**src/rtl/bcs_pkg.sv**
```systemverilog
// Package for the battery charge state machine: register map, field layout, timing counts.
// Assumes a 50 MHz core clock and a word-addressed Avalon-MM register port.
package bcs_pkg;
	localparam int CLK_HZ = 50_000_000;
	localparam int RELAX_MS = 32;
	localparam int RELAX_CYC = RELAX_MS * (CLK_HZ / 1000);
	localparam int MS_CYC = CLK_HZ / 1000;
	// Timeouts in minutes.
	localparam int PRE_MIN0 = 40;
	localparam int PRE_MIN1 = 60;
	localparam int PRE_MIN2 = 80;
	localparam int TOT_MIN0 = 3 * 60;
	localparam int TOT_MIN1 = 4 * 60;
	localparam int TOT_MIN2 = 5 * 60;
	localparam logic [1:0] TMO_DISABLED = 2'h3;
	// Word addresses (byte address = 4 * index).
	localparam logic [1:0] REG_CTRL = 2'h0;
	localparam logic [1:0] REG_IRQ_EN = 2'h1;
	localparam logic [1:0] REG_STATUS = 2'h2;
	// Control register fields.
	localparam int CTRL_SUSPEND = 0;
	localparam int CTRL_PRE_SEL = 1;
	localparam int CTRL_TOT_SEL = 3;
	localparam logic [31:0] CTRL_RESET = 32'h0000_0000;
	// Interrupt enable register fields.
	localparam int EN_CHG_GRP = 0;
	localparam int EN_EOC_IN = 1;
	localparam int EN_EOC_OUT = 2;
	localparam int EN_TIM_GRP = 3;
	localparam int EN_TIM_PRE = 4;
	localparam int EN_TIM_TOT = 5;
	localparam int EN_TMP_GRP = 6;
	localparam int EN_TMP_OUT = 7;
	localparam int EN_TMP_IN = 8;
	localparam logic [31:0] IRQ_EN_RESET = 32'h0000_0000;
	// Status register fields.
	localparam int ST_CODE = 0;
	localparam int ST_CHG_LIVE = 2;
	localparam int ST_TIM_LIVE = 3;
	localparam int ST_TMP_LIVE = 4;
	localparam int ST_CHG_IRQ = 5;
	localparam int ST_TIM_IRQ = 6;
	localparam int ST_TMP_IRQ = 7;
	localparam int ST_PRECHG = 8;
	localparam int ST_CC = 9;
	localparam int ST_CV = 10;
	localparam int ST_HIZ = 11;

	typedef enum {
		BCS_SUSPEND, BCS_PRECOND, BCS_FAST, BCS_TOPOFF, BCS_EOC, BCS_TIMEOUT, BCS_TEMP_FAULT
	} bcs_state_t;

	typedef struct packed {
		logic bat_present;
		logic in_uvlo;
		logic in_ovp;
		logic above_precond;
		logic at_term;
		logic below_recharge;
		logic eoc_current;
		logic temp_ok;
		logic current_reduced;
	} bcs_analog_t;

	typedef struct packed {
		logic precharge;
		logic cc_mode;
		logic cv_mode;
		logic hi_z;
	} bcs_drive_t;
endpackage

```
**src/rtl/bcs_charger.sv**
```systemverilog
// Charge-control state machine with safety timers, temperature gating and register port.
// Assumes analog comparator results are synchronous to CORE_CLK and already filtered.
//
// What this block does
// - Each cycle starts in precondition at one tenth current until above threshold.
// - Precondition timer expiry before threshold enters the time-out fault state.
// - Fast-charge runs constant current until termination voltage, then top-off.
// - Total timeout in fast-charge goes to end-of-charge, restarting after 32 ms.
// - Top-off regulates 4.20 V; end-of-charge current moves to end-of-charge.
// - Total timeout in top-off goes to end-of-charge, restarting at 205 mV drop.
// - End-of-charge is high impedance; restarts when cell falls 205 mV below termination.
// - Absent battery, input undervoltage or overvoltage forces suspend; clearing restarts.
// - Software suspend bit holds suspend; clearing it starts a new cycle.
// - State-machine interrupt on entering or leaving end-of-charge when enabled.
// - Live charger flag is 1 only in end-of-charge.
// - Three status flags set on group interrupt, cleared by the read returning them.
// - Two-bit state code: 11 precondition, 10 fast/top-off, 01 end, 00 else.
// - Precondition timer select: 40, 60, 80 minutes, or disabled.
// - Total timer select: 3, 4, 5 hours, or disabled.
// - Timers run at half speed, doubling their period, while charge current is reduced.
// - Timer interrupt on precondition or total expiry when enabled.
// - Live timer flag is 1 when either timeout has occurred.
// - Open-drain indicator sinks while charging, released in all other states.
// - Thermistor outside hot or cold threshold suspends charging as temperature fault.
// - Temperature interrupt on leaving or returning to range when enabled.
// - Live temperature flag is 1 while temperature is in range.
//
// Our own choices: register access over Avalon-MM and the register addresses.
`timescale 1ns/1ps
module bcs_charger import bcs_pkg::*; #(
	parameter int RELAX_CYCLES = RELAX_CYC
) (
	input wire logic CORE_CLK,
	input wire logic RESET_N,
	input wire logic [1:0] AVS_ADDRESS,
	input wire logic AVS_READ,
	input wire logic AVS_WRITE,
	input wire logic [31:0] AVS_WRITEDATA,
	input wire logic [3:0] AVS_BYTEENABLE,
	output logic [31:0] AVS_READDATA,
	output logic AVS_WAITREQUEST,
	input wire bcs_analog_t ANALOG,
	output bcs_drive_t DRIVE,
	output logic CHARGING_INDICATOR_N_O,
	output logic CHARGING_INDICATOR_N_OE
);
	bcs_state_t state_r;
	bcs_state_t state_nxt;
	logic [31:0] ctrl_r;
	logic [31:0] irq_en_r;
	logic [31:0] readdata_r;
	logic ack_r;
	logic [21:0] relax_r;
	logic relax_pending_r;
	logic temp_ok_r;
	logic in_eoc_r;
	logic pre_exp;
	logic tot_exp;
	logic pre_exp_r;
	logic tot_exp_r;
	logic tim_live_r;
	logic [8:0] pre_limit;
	logic [8:0] tot_limit;
	logic supply_bad;
	logic sw_suspend;
	logic wr_ok;
	logic rd_take;
	logic rd_status;
	logic [1:0] code;
	logic charging;
	logic set_chg;
	logic set_tim;
	logic set_tmp;
	logic chg_irq;
	logic tim_irq;
	logic tmp_irq;
	logic [1:0] pre_sel;
	logic [1:0] tot_sel;

	assign pre_sel = ctrl_r[CTRL_PRE_SEL +: 2];
	assign tot_sel = ctrl_r[CTRL_TOT_SEL +: 2];
	assign sw_suspend = ctrl_r[CTRL_SUSPEND];
	assign supply_bad = !ANALOG.bat_present || ANALOG.in_uvlo || ANALOG.in_ovp;

	// One wait cycle per access keeps read data registered and the clear tied to acceptance.
	assign AVS_WAITREQUEST = (AVS_READ || AVS_WRITE) && !ack_r;
	assign wr_ok = AVS_WRITE && ack_r;
	// Flags clear at the edge that copies them into read data, so an event in the wait cycle
	// stays pending for the next read instead of being wiped unseen.
	assign rd_take = AVS_READ && !ack_r;
	assign rd_status = rd_take && (AVS_ADDRESS == REG_STATUS);

	always_ff @(posedge CORE_CLK or negedge RESET_N) begin
		if (!RESET_N) begin
			ack_r <= 1'b0;
		end else begin
			ack_r <= (AVS_READ || AVS_WRITE) && !ack_r;
		end
	end

	always_comb begin
		case (pre_sel)
			2'h0: pre_limit = 9'(PRE_MIN0);
			2'h1: pre_limit = 9'(PRE_MIN1);
			2'h2: pre_limit = 9'(PRE_MIN2);
			default: pre_limit = 9'h000;
		endcase
		case (tot_sel)
			2'h0: tot_limit = 9'(TOT_MIN0);
			2'h1: tot_limit = 9'(TOT_MIN1);
			2'h2: tot_limit = 9'(TOT_MIN2);
			default: tot_limit = 9'h000;
		endcase
	end

	bcs_timer u_pre_timer (
		.clk(CORE_CLK),
		.rst_n(RESET_N),
		.clr(state_r != BCS_PRECOND),
		.run(state_r == BCS_PRECOND && pre_sel != TMO_DISABLED),
		.stretch(ANALOG.current_reduced),
		.limit_min(pre_limit),
		.expired(pre_exp)
	);

	bcs_timer u_tot_timer (
		.clk(CORE_CLK),
		.rst_n(RESET_N),
		.clr(state_r != BCS_FAST && state_r != BCS_TOPOFF && state_r != BCS_PRECOND),
		.run((state_r == BCS_FAST || state_r == BCS_TOPOFF || state_r == BCS_PRECOND)
			&& tot_sel != TMO_DISABLED),
		.stretch(ANALOG.current_reduced),
		.limit_min(tot_limit),
		.expired(tot_exp)
	);

	always_comb begin
		state_nxt = state_r;
		if (supply_bad || sw_suspend) begin
			state_nxt = BCS_SUSPEND;
		end else if (!ANALOG.temp_ok) begin
			state_nxt = BCS_TEMP_FAULT;
		end else begin
			case (state_r)
				BCS_SUSPEND, BCS_TEMP_FAULT: state_nxt = BCS_PRECOND;
				BCS_PRECOND: begin
					if (ANALOG.above_precond) begin
						state_nxt = BCS_FAST;
					end else if (pre_exp) begin
						state_nxt = BCS_TIMEOUT;
					end
				end
				BCS_FAST: begin
					if (ANALOG.at_term) begin
						state_nxt = BCS_TOPOFF;
					end else if (tot_exp) begin
						state_nxt = BCS_EOC;
					end
				end
				BCS_TOPOFF: begin
					if (ANALOG.eoc_current || tot_exp) begin
						state_nxt = BCS_EOC;
					end
				end
				BCS_EOC: begin
					if ((relax_pending_r && relax_r == 22'h00_0000) || ANALOG.below_recharge) begin
						state_nxt = BCS_PRECOND;
					end
				end
				default: state_nxt = state_r;
			endcase
		end
	end

	always_ff @(posedge CORE_CLK or negedge RESET_N) begin
		if (!RESET_N) begin
			state_r <= BCS_SUSPEND;
		end else begin
			state_r <= state_nxt;
		end
	end

	// The relax delay applies only when fast-charge timed out without reaching termination.
	always_ff @(posedge CORE_CLK or negedge RESET_N) begin
		if (!RESET_N) begin
			relax_r <= 22'h00_0000;
			relax_pending_r <= 1'b0;
		end else if (state_r == BCS_FAST && state_nxt == BCS_EOC) begin
			relax_r <= 22'(RELAX_CYCLES - 1);
			relax_pending_r <= 1'b1;
		end else if (state_r != BCS_EOC) begin
			relax_pending_r <= 1'b0;
		end else if (relax_r != 22'h00_0000) begin
			relax_r <= relax_r - 22'h00_0001;
		end
	end

	always_ff @(posedge CORE_CLK or negedge RESET_N) begin
		if (!RESET_N) begin
			ctrl_r <= CTRL_RESET;
			irq_en_r <= IRQ_EN_RESET;
		end else if (wr_ok) begin
			if (AVS_ADDRESS == REG_CTRL) begin
				for (int b = 0; b < 4; b++) begin
					if (AVS_BYTEENABLE[b]) begin
						ctrl_r[b*8 +: 8] <= AVS_WRITEDATA[b*8 +: 8] & 8'((32'h0000_001F) >> (b*8));
					end
				end
			end else if (AVS_ADDRESS == REG_IRQ_EN) begin
				for (int b = 0; b < 4; b++) begin
					if (AVS_BYTEENABLE[b]) begin
						irq_en_r[b*8 +: 8] <= AVS_WRITEDATA[b*8 +: 8] & 8'((32'h0000_01FF) >> (b*8));
					end
				end
			end
		end
	end

	always_ff @(posedge CORE_CLK or negedge RESET_N) begin
		if (!RESET_N) begin
			temp_ok_r <= 1'b1;
			in_eoc_r <= 1'b0;
			pre_exp_r <= 1'b0;
			tot_exp_r <= 1'b0;
		end else begin
			temp_ok_r <= ANALOG.temp_ok;
			in_eoc_r <= (state_r == BCS_EOC);
			pre_exp_r <= pre_exp;
			tot_exp_r <= tot_exp;
		end
	end

	// The flag stays up through the fault state and drops when a fresh cycle begins.
	always_ff @(posedge CORE_CLK or negedge RESET_N) begin
		if (!RESET_N) begin
			tim_live_r <= 1'b0;
		end else if (pre_exp || tot_exp) begin
			tim_live_r <= 1'b1;
		end else if (state_r == BCS_PRECOND) begin
			tim_live_r <= 1'b0;
		end
	end

	assign set_chg = irq_en_r[EN_CHG_GRP] &&
		((irq_en_r[EN_EOC_IN] && state_r == BCS_EOC && !in_eoc_r) ||
		(irq_en_r[EN_EOC_OUT] && state_r != BCS_EOC && in_eoc_r));
	assign set_tim = irq_en_r[EN_TIM_GRP] &&
		((irq_en_r[EN_TIM_PRE] && pre_exp && !pre_exp_r) ||
		(irq_en_r[EN_TIM_TOT] && tot_exp && !tot_exp_r));
	assign set_tmp = irq_en_r[EN_TMP_GRP] &&
		((irq_en_r[EN_TMP_OUT] && !ANALOG.temp_ok && temp_ok_r) ||
		(irq_en_r[EN_TMP_IN] && ANALOG.temp_ok && !temp_ok_r));

	bcs_irq_flag u_chg_flag (
		.clk(CORE_CLK),
		.rst_n(RESET_N),
		.set(set_chg),
		.rd_clr(rd_status),
		.flag(chg_irq)
	);

	bcs_irq_flag u_tim_flag (
		.clk(CORE_CLK),
		.rst_n(RESET_N),
		.set(set_tim),
		.rd_clr(rd_status),
		.flag(tim_irq)
	);

	bcs_irq_flag u_tmp_flag (
		.clk(CORE_CLK),
		.rst_n(RESET_N),
		.set(set_tmp),
		.rd_clr(rd_status),
		.flag(tmp_irq)
	);

	always_comb begin
		case (state_r)
			BCS_PRECOND: code = 2'h3;
			BCS_FAST, BCS_TOPOFF: code = 2'h2;
			BCS_EOC: code = 2'h1;
			default: code = 2'h0;
		endcase
	end

	always_ff @(posedge CORE_CLK or negedge RESET_N) begin
		if (!RESET_N) begin
			readdata_r <= 32'h0000_0000;
		end else if (rd_take) begin
			readdata_r <= 32'h0000_0000;
			if (AVS_ADDRESS == REG_CTRL) begin
				readdata_r <= ctrl_r;
			end else if (AVS_ADDRESS == REG_IRQ_EN) begin
				readdata_r <= irq_en_r;
			end else if (AVS_ADDRESS == REG_STATUS) begin
				readdata_r[ST_CODE +: 2] <= code;
				readdata_r[ST_CHG_LIVE] <= (state_r == BCS_EOC);
				readdata_r[ST_TIM_LIVE] <= tim_live_r;
				readdata_r[ST_TMP_LIVE] <= ANALOG.temp_ok;
				readdata_r[ST_CHG_IRQ] <= chg_irq;
				readdata_r[ST_TIM_IRQ] <= tim_irq;
				readdata_r[ST_TMP_IRQ] <= tmp_irq;
				readdata_r[ST_PRECHG] <= DRIVE.precharge;
				readdata_r[ST_CC] <= DRIVE.cc_mode;
				readdata_r[ST_CV] <= DRIVE.cv_mode;
				readdata_r[ST_HIZ] <= DRIVE.hi_z;
			end
		end
	end
	assign AVS_READDATA = readdata_r;

	assign charging = (state_nxt == BCS_PRECOND) || (state_nxt == BCS_FAST) || (state_nxt == BCS_TOPOFF);

	always_ff @(posedge CORE_CLK or negedge RESET_N) begin
		if (!RESET_N) begin
			DRIVE <= '{precharge: 1'b0, cc_mode: 1'b0, cv_mode: 1'b0, hi_z: 1'b1};
		end else begin
			DRIVE.precharge <= (state_nxt == BCS_PRECOND);
			DRIVE.cc_mode <= (state_nxt == BCS_FAST);
			DRIVE.cv_mode <= (state_nxt == BCS_TOPOFF);
			DRIVE.hi_z <= !(state_nxt == BCS_PRECOND || state_nxt == BCS_FAST
				|| state_nxt == BCS_TOPOFF);
		end
	end

	// The pin follows the next state, so the lamp and the drive mode switch on the same edge.
	always_ff @(posedge CORE_CLK or negedge RESET_N) begin
		if (!RESET_N) begin
			CHARGING_INDICATOR_N_OE <= 1'b0;
		end else begin
			CHARGING_INDICATOR_N_OE <= charging;
		end
	end
	assign CHARGING_INDICATOR_N_O = 1'b0;
endmodule

```
**src/rtl/bcs_timer.sv**
```systemverilog
// Minute-based safety timer with a millisecond prescaler and a stretch input.
// Assumes clear and run come from the charge state machine in the same clock domain.
`timescale 1ns/1ps
module bcs_timer import bcs_pkg::*; (
	input wire logic clk,
	input wire logic rst_n,
	input wire logic clr,
	input wire logic run,
	input wire logic stretch,
	input wire logic [8:0] limit_min,
	output logic expired
);
	logic [15:0] ms_r;
	logic [15:0] sec_ms_r;
	logic [5:0] sec_r;
	logic [8:0] min_r;
	logic half_r;
	logic tick;
	logic min_tick;

	// Under reduced current every other millisecond is dropped, doubling the period.
	assign tick = run && !expired && (!stretch || half_r);
	assign min_tick = (sec_ms_r == 16'(999)) && (sec_r == 6'(59));

	always_ff @(posedge clk or negedge rst_n) begin
		if (!rst_n) begin
			ms_r <= 16'h0000;
			half_r <= 1'b0;
		end else if (clr) begin
			ms_r <= 16'h0000;
			half_r <= 1'b0;
		end else if (run && !expired) begin
			if (ms_r == 16'(MS_CYC - 1)) begin
				ms_r <= 16'h0000;
				half_r <= !half_r;
			end else begin
				ms_r <= ms_r + 16'h0001;
			end
		end
	end

	always_ff @(posedge clk or negedge rst_n) begin
		if (!rst_n) begin
			sec_ms_r <= 16'h0000;
			sec_r <= 6'h00;
			min_r <= 9'h000;
		end else if (clr) begin
			sec_ms_r <= 16'h0000;
			sec_r <= 6'h00;
			min_r <= 9'h000;
		end else if (tick && ms_r == 16'(MS_CYC - 1)) begin
			sec_ms_r <= (sec_ms_r == 16'(999)) ? 16'h0000 : sec_ms_r + 16'h0001;
			if (sec_ms_r == 16'(999)) begin
				sec_r <= (sec_r == 6'(59)) ? 6'h00 : sec_r + 6'h01;
			end
			if (min_tick) begin
				min_r <= min_r + 9'h001;
			end
		end
	end

	assign expired = (min_r >= limit_min) && (limit_min != 9'h000);
endmodule

```
**src/rtl/bcs_irq_flag.sv**
```systemverilog
// Sticky interrupt status flag, cleared by the read that returns it.
// Assumes the read strobe lasts one cycle per accepted read.
`timescale 1ns/1ps
module bcs_irq_flag (
	input wire logic clk,
	input wire logic rst_n,
	input wire logic set,
	input wire logic rd_clr,
	output logic flag
);
	always_ff @(posedge clk or negedge rst_n) begin
		if (!rst_n) begin
			flag <= 1'b0;
		end else if (set) begin
			flag <= 1'b1;
		end else if (rd_clr) begin
			flag <= 1'b0;
		end
	end
endmodule

```
**config.mk**
```make
export PLATFORM = sky130hd
export DESIGN_NAME = bcs_charger
export DESIGN_NICKNAME = d
export VERILOG_FILES = /design/src/rtl/bcs_pkg.sv /design/src/rtl/bcs_charger.sv /design/src/rtl/bcs_timer.sv /design/src/rtl/bcs_irq_flag.sv
export SDC_FILE = /design/constraint.sdc
export NUM_CORES = 1
export LEC_CHECK = 0
export ABC_CLOCK_PERIOD_IN_PS = 3100
export BUFFER_PORTS_ARGS = -buffer_cell sky130_fd_sc_hd__buf_4
export CAP_MARGIN = 20
export CORE_AREA = 2 2 139 141
export CTS_CLUSTER_SIZE = 12
export DETAILED_ROUTE_END_ITERATION = 10
export DIE_AREA = 0 0 141 143
export PLACE_DENSITY = 0.76
export SETUP_SLACK_MARGIN = 0.2
export SLEW_MARGIN = 20
export SYNTH_ARGS = -nofsm -noshare
export SYNTH_HDL_FRONTEND = slang
export SYNTH_SLANG_ARGS = --single-unit
```
**constraint.sdc**
```tcl
create_clock -name CORE_CLK -period 3.1 [get_ports CORE_CLK]
set_input_delay 0.62 -clock CORE_CLK [delete_from_list [all_inputs] [get_ports CORE_CLK]]
set_output_delay 0.62 -clock CORE_CLK [all_outputs]
set_load 0.05 [all_outputs]
```
==> metrics.txt <==
CTS tree built; worst min-delay path category in2async; largest net degree at the start of global routing 79; Crit Path Max Fanout 7; die width 141 um; crit path from ctrl_r[4]; part of the Yosys area used for sequential elements 48.0%; die height 143 um; drc violations 0; Worst Path Required 3.45 ns; critical path capture point type flip-flop; clock slew at the register clock pins of the worst setup and hold paths 0.07 ns; CTS H-tree depth 4; dpl cells 1303; Maximum Capacitance Violations 0; async set-reset flop share out of synthesis 100%; DR iter-0 viols 649; post-route insts no fill 1337; CP Cell Sequence nand2_1, ha_1, a41oi_1, a211oi_2, o31ai_2, nand3_1, or4_1, a21oi_1; Arr. time, crit path 3.16 ns; Initial DRT Pass Iterations 5; reg2reg end u_tot_timer.sec_ms_r[15]; max frequency 0.357 GHz; post-place instance area 0.0106 sq mm; Main synth FF type dfrtp_1; power density over the cells 518 mW/mm^2; CTS buffer count 17; Clock Tree Root clkbuf_16; CORE AREA 0.0186 sq mm; final setup fails 0; Synth area leader dfrtp_1; largest stage delay on the critical path 0.50 ns; synth warn 0; number of flops mapped to enable cells by yosys 0; post-DP HPWL 15.3 mm; top post-synthesis cells by count 189 x dfrtp_1, 91 x nor2_1, 83 x nand2_1; Synth Register Bits 191; Reg-to-Reg Start ctrl_r[4]; share of cells above drive strength 1 15.0%; RSZ-0062 raised after global routing true; synthesized area 0.00996 sq mm; Die ar. 0.0202 sq mm; syn avg cell area 9.65 sq um; Mapped Cells 1032; post-synthesis adder-cell area fraction 3.52%; Synth cell types 68; Buf/Inv on CP 0; multiplexer area fraction after synthesis 3.13%; vias in the first global route 7622; final instance area 0.0113 sq mm; port bufs 43; Avg WL per Cell 16.2 um; Sink Count 191; Worst Skew 0.00688 ns; Leak 4.96 nW; slack of the worst reg-to-reg path 0.30 ns; Worst Setup Path Type reg2reg; Slew HR 49.0%; count leader, synth dfrtp_1; Worst-Margin Slew 0.765 ns; Post-Synth XOR/XNOR Area 4.13%; Initial Utilization 53.6%; CP startpoint kind flip-flop; routed vias/inst 5.88; status finished clean; Synth top area share 47.5%; Clk Latency, worst-skew pair 0.43 ns; Total Routed Length 21.7 mm; GR Layer Usage met3 4.83%; P&R area growth vs syn 13.8%; GRT met1 Usage 30.5%; GRT Max-Usage Layer met2; layout net count 1170; slowest CP cell or4_1; simple-gate share of the synthesized area 24.9%; remaining global-route overflow 0; Placer Congestion 0.860; main combinational cell family by area after synthesis simple AND/OR/NAND/NOR gates; overall via count from detail_route 7868; worst reg2reg path depth 8; endpoints failing hold 0; Slew Limit Fails 0; IO Count 90; CTS Buffer Depth 2; setup TNS 0 ns; Tcrit/Tclk final 90.4%; FP Rows 50; number of antenna-violating nets in the routed design 0; Synth Area in Compound Gates 12.1%; initial antenna violation count 1; Max VDD drop 0.359 mV; CP top delay family compound AO/OA/AOI/OAI gates; grt met2 use 36.8%; top area cells in the synthesized netlist dfrtp_1 47%, ha_1 3.5%, o21ai_0 3.5%; first-pass GRT wire length 36.9 mm; Tmin final 2.80 ns; Total GRT Usage 22.5%
-- flip-flops by register name, indices dropped and copies added, names as in the netlist, 4 cells and up --
signal                flops
u_pre_timer.sec_ms_r     16
DRIVE                     4
irq_en_r                  9
u_pre_timer.ms_r         16
u_tot_timer.sec_r         6
u_pre_timer.min_r         9
u_tot_timer.sec_ms_r     16
u_pre_timer.sec_r         6
ctrl_r                    5
state_r                  32
u_tot_timer.ms_r         16
AVS_READDATA             12
u_tot_timer.min_r         9
relax_r                  22
-- repair_timing --
action,4_1_cts,5_1_grt
setup buffers,0,3
endpoints found under the setup margin,14,92
hold buffers,0,0
pin swaps,0,5
gates resized for setup,4,19
-- where the power goes --
part	internal (mW)	switching, mW
registers	2.62	0.118
clock network	1.21	0.957
logic	0.341	0.625
total	4.18	1.70
-- worst max path at each step --
stage                                    end  slack, ns  depth (start not counted)
floorplan               u_pre_timer.min_r[5]       0.19                         11
finish              u_tot_timer.sec_ms_r[15]       0.30                          8
CTS                     u_pre_timer.ms_r[12]       0.19                         10
detailed placement               relax_r[15]       0.16                         10
global route            u_pre_timer.min_r[5]       0.15                         11
global placement    u_pre_timer.sec_ms_r[15]       0.22                         11
-- layer usage --
metal	up-vias	wire (um)	share of wire [%]
li1	3819	-	-
met1	3823	9840	45
met2	196	10500	48
met3	30	1030	4.8
met4	0	350	1.6
met5	-	0	0
-- cells in the final DEF, fill, tap and decap left out, types with 11 or more instances in the layout --
| master | count |
|---|---|
| mux2_2 | 17 |
| o21ai_0 | 67 |
| and2_1 | 11 |
| nand2_1 | 83 |
| nand4_1 | 34 |
| and3_1 | 54 |
| a21oi_1 | 41 |
| ha_1 | 28 |
| nor2b_1 | 12 |
| clkbuf_16 | 17 |
| or3_1 | 17 |
| nor3_1 | 27 |
| xor2_1 | 27 |
| xnor2_1 | 20 |
| o31ai_1 | 14 |
| nand2b_1 | 11 |
| conb_1 | 21 |
| nand3_1 | 45 |
| nor4_1 | 13 |
| nor2_1 | 90 |
| mux2i_1 | 12 |
| buf_4 | 79 |
| dfrtp_1 | 187 |
| inv_1 | 26 |
-- layout make-up --
cell class / count / area, sq um
Fill cell: 1499 / 7250
Multi-Input combinational cell: 774 / 4960
Sequential cell: 191 / 4780
Timing Repair Buffer: 81 / 618
Clock buffer: 18 / 439
Tap cell: 234 / 293
Clock inverter: 12 / 136
Inverter: 26 / 97.6
Antenna cell: 1 / 2.50
-- metrics by stage --
stage          worst slack, ns  power, mW  hold WS [ns]  util (%)
4_1_cts                  0.193       5.85         0.226      60.4
6_report                 0.297       5.87         0.187      61.0
2_1_floorplan            0.188       3.39         0.324         -
3_5_place_dp             0.157       3.70         0.463      57.2
3_3_place_gp             0.222       3.67         0.459      57.2
5_1_grt                  0.146       6.12         0.236      61.0
-- kinds of logic (layout without fill, tap and decap cells) --
family,Yosys count,count (layout)
simple gates,457,457
buf+inv,87,137
fa+ha+maj,28,28
xor+xnor,47,47
compound gates,192,192
flops,191,191
other cells,1,22
mux,29,29
(Power assumes the default switching activity.)
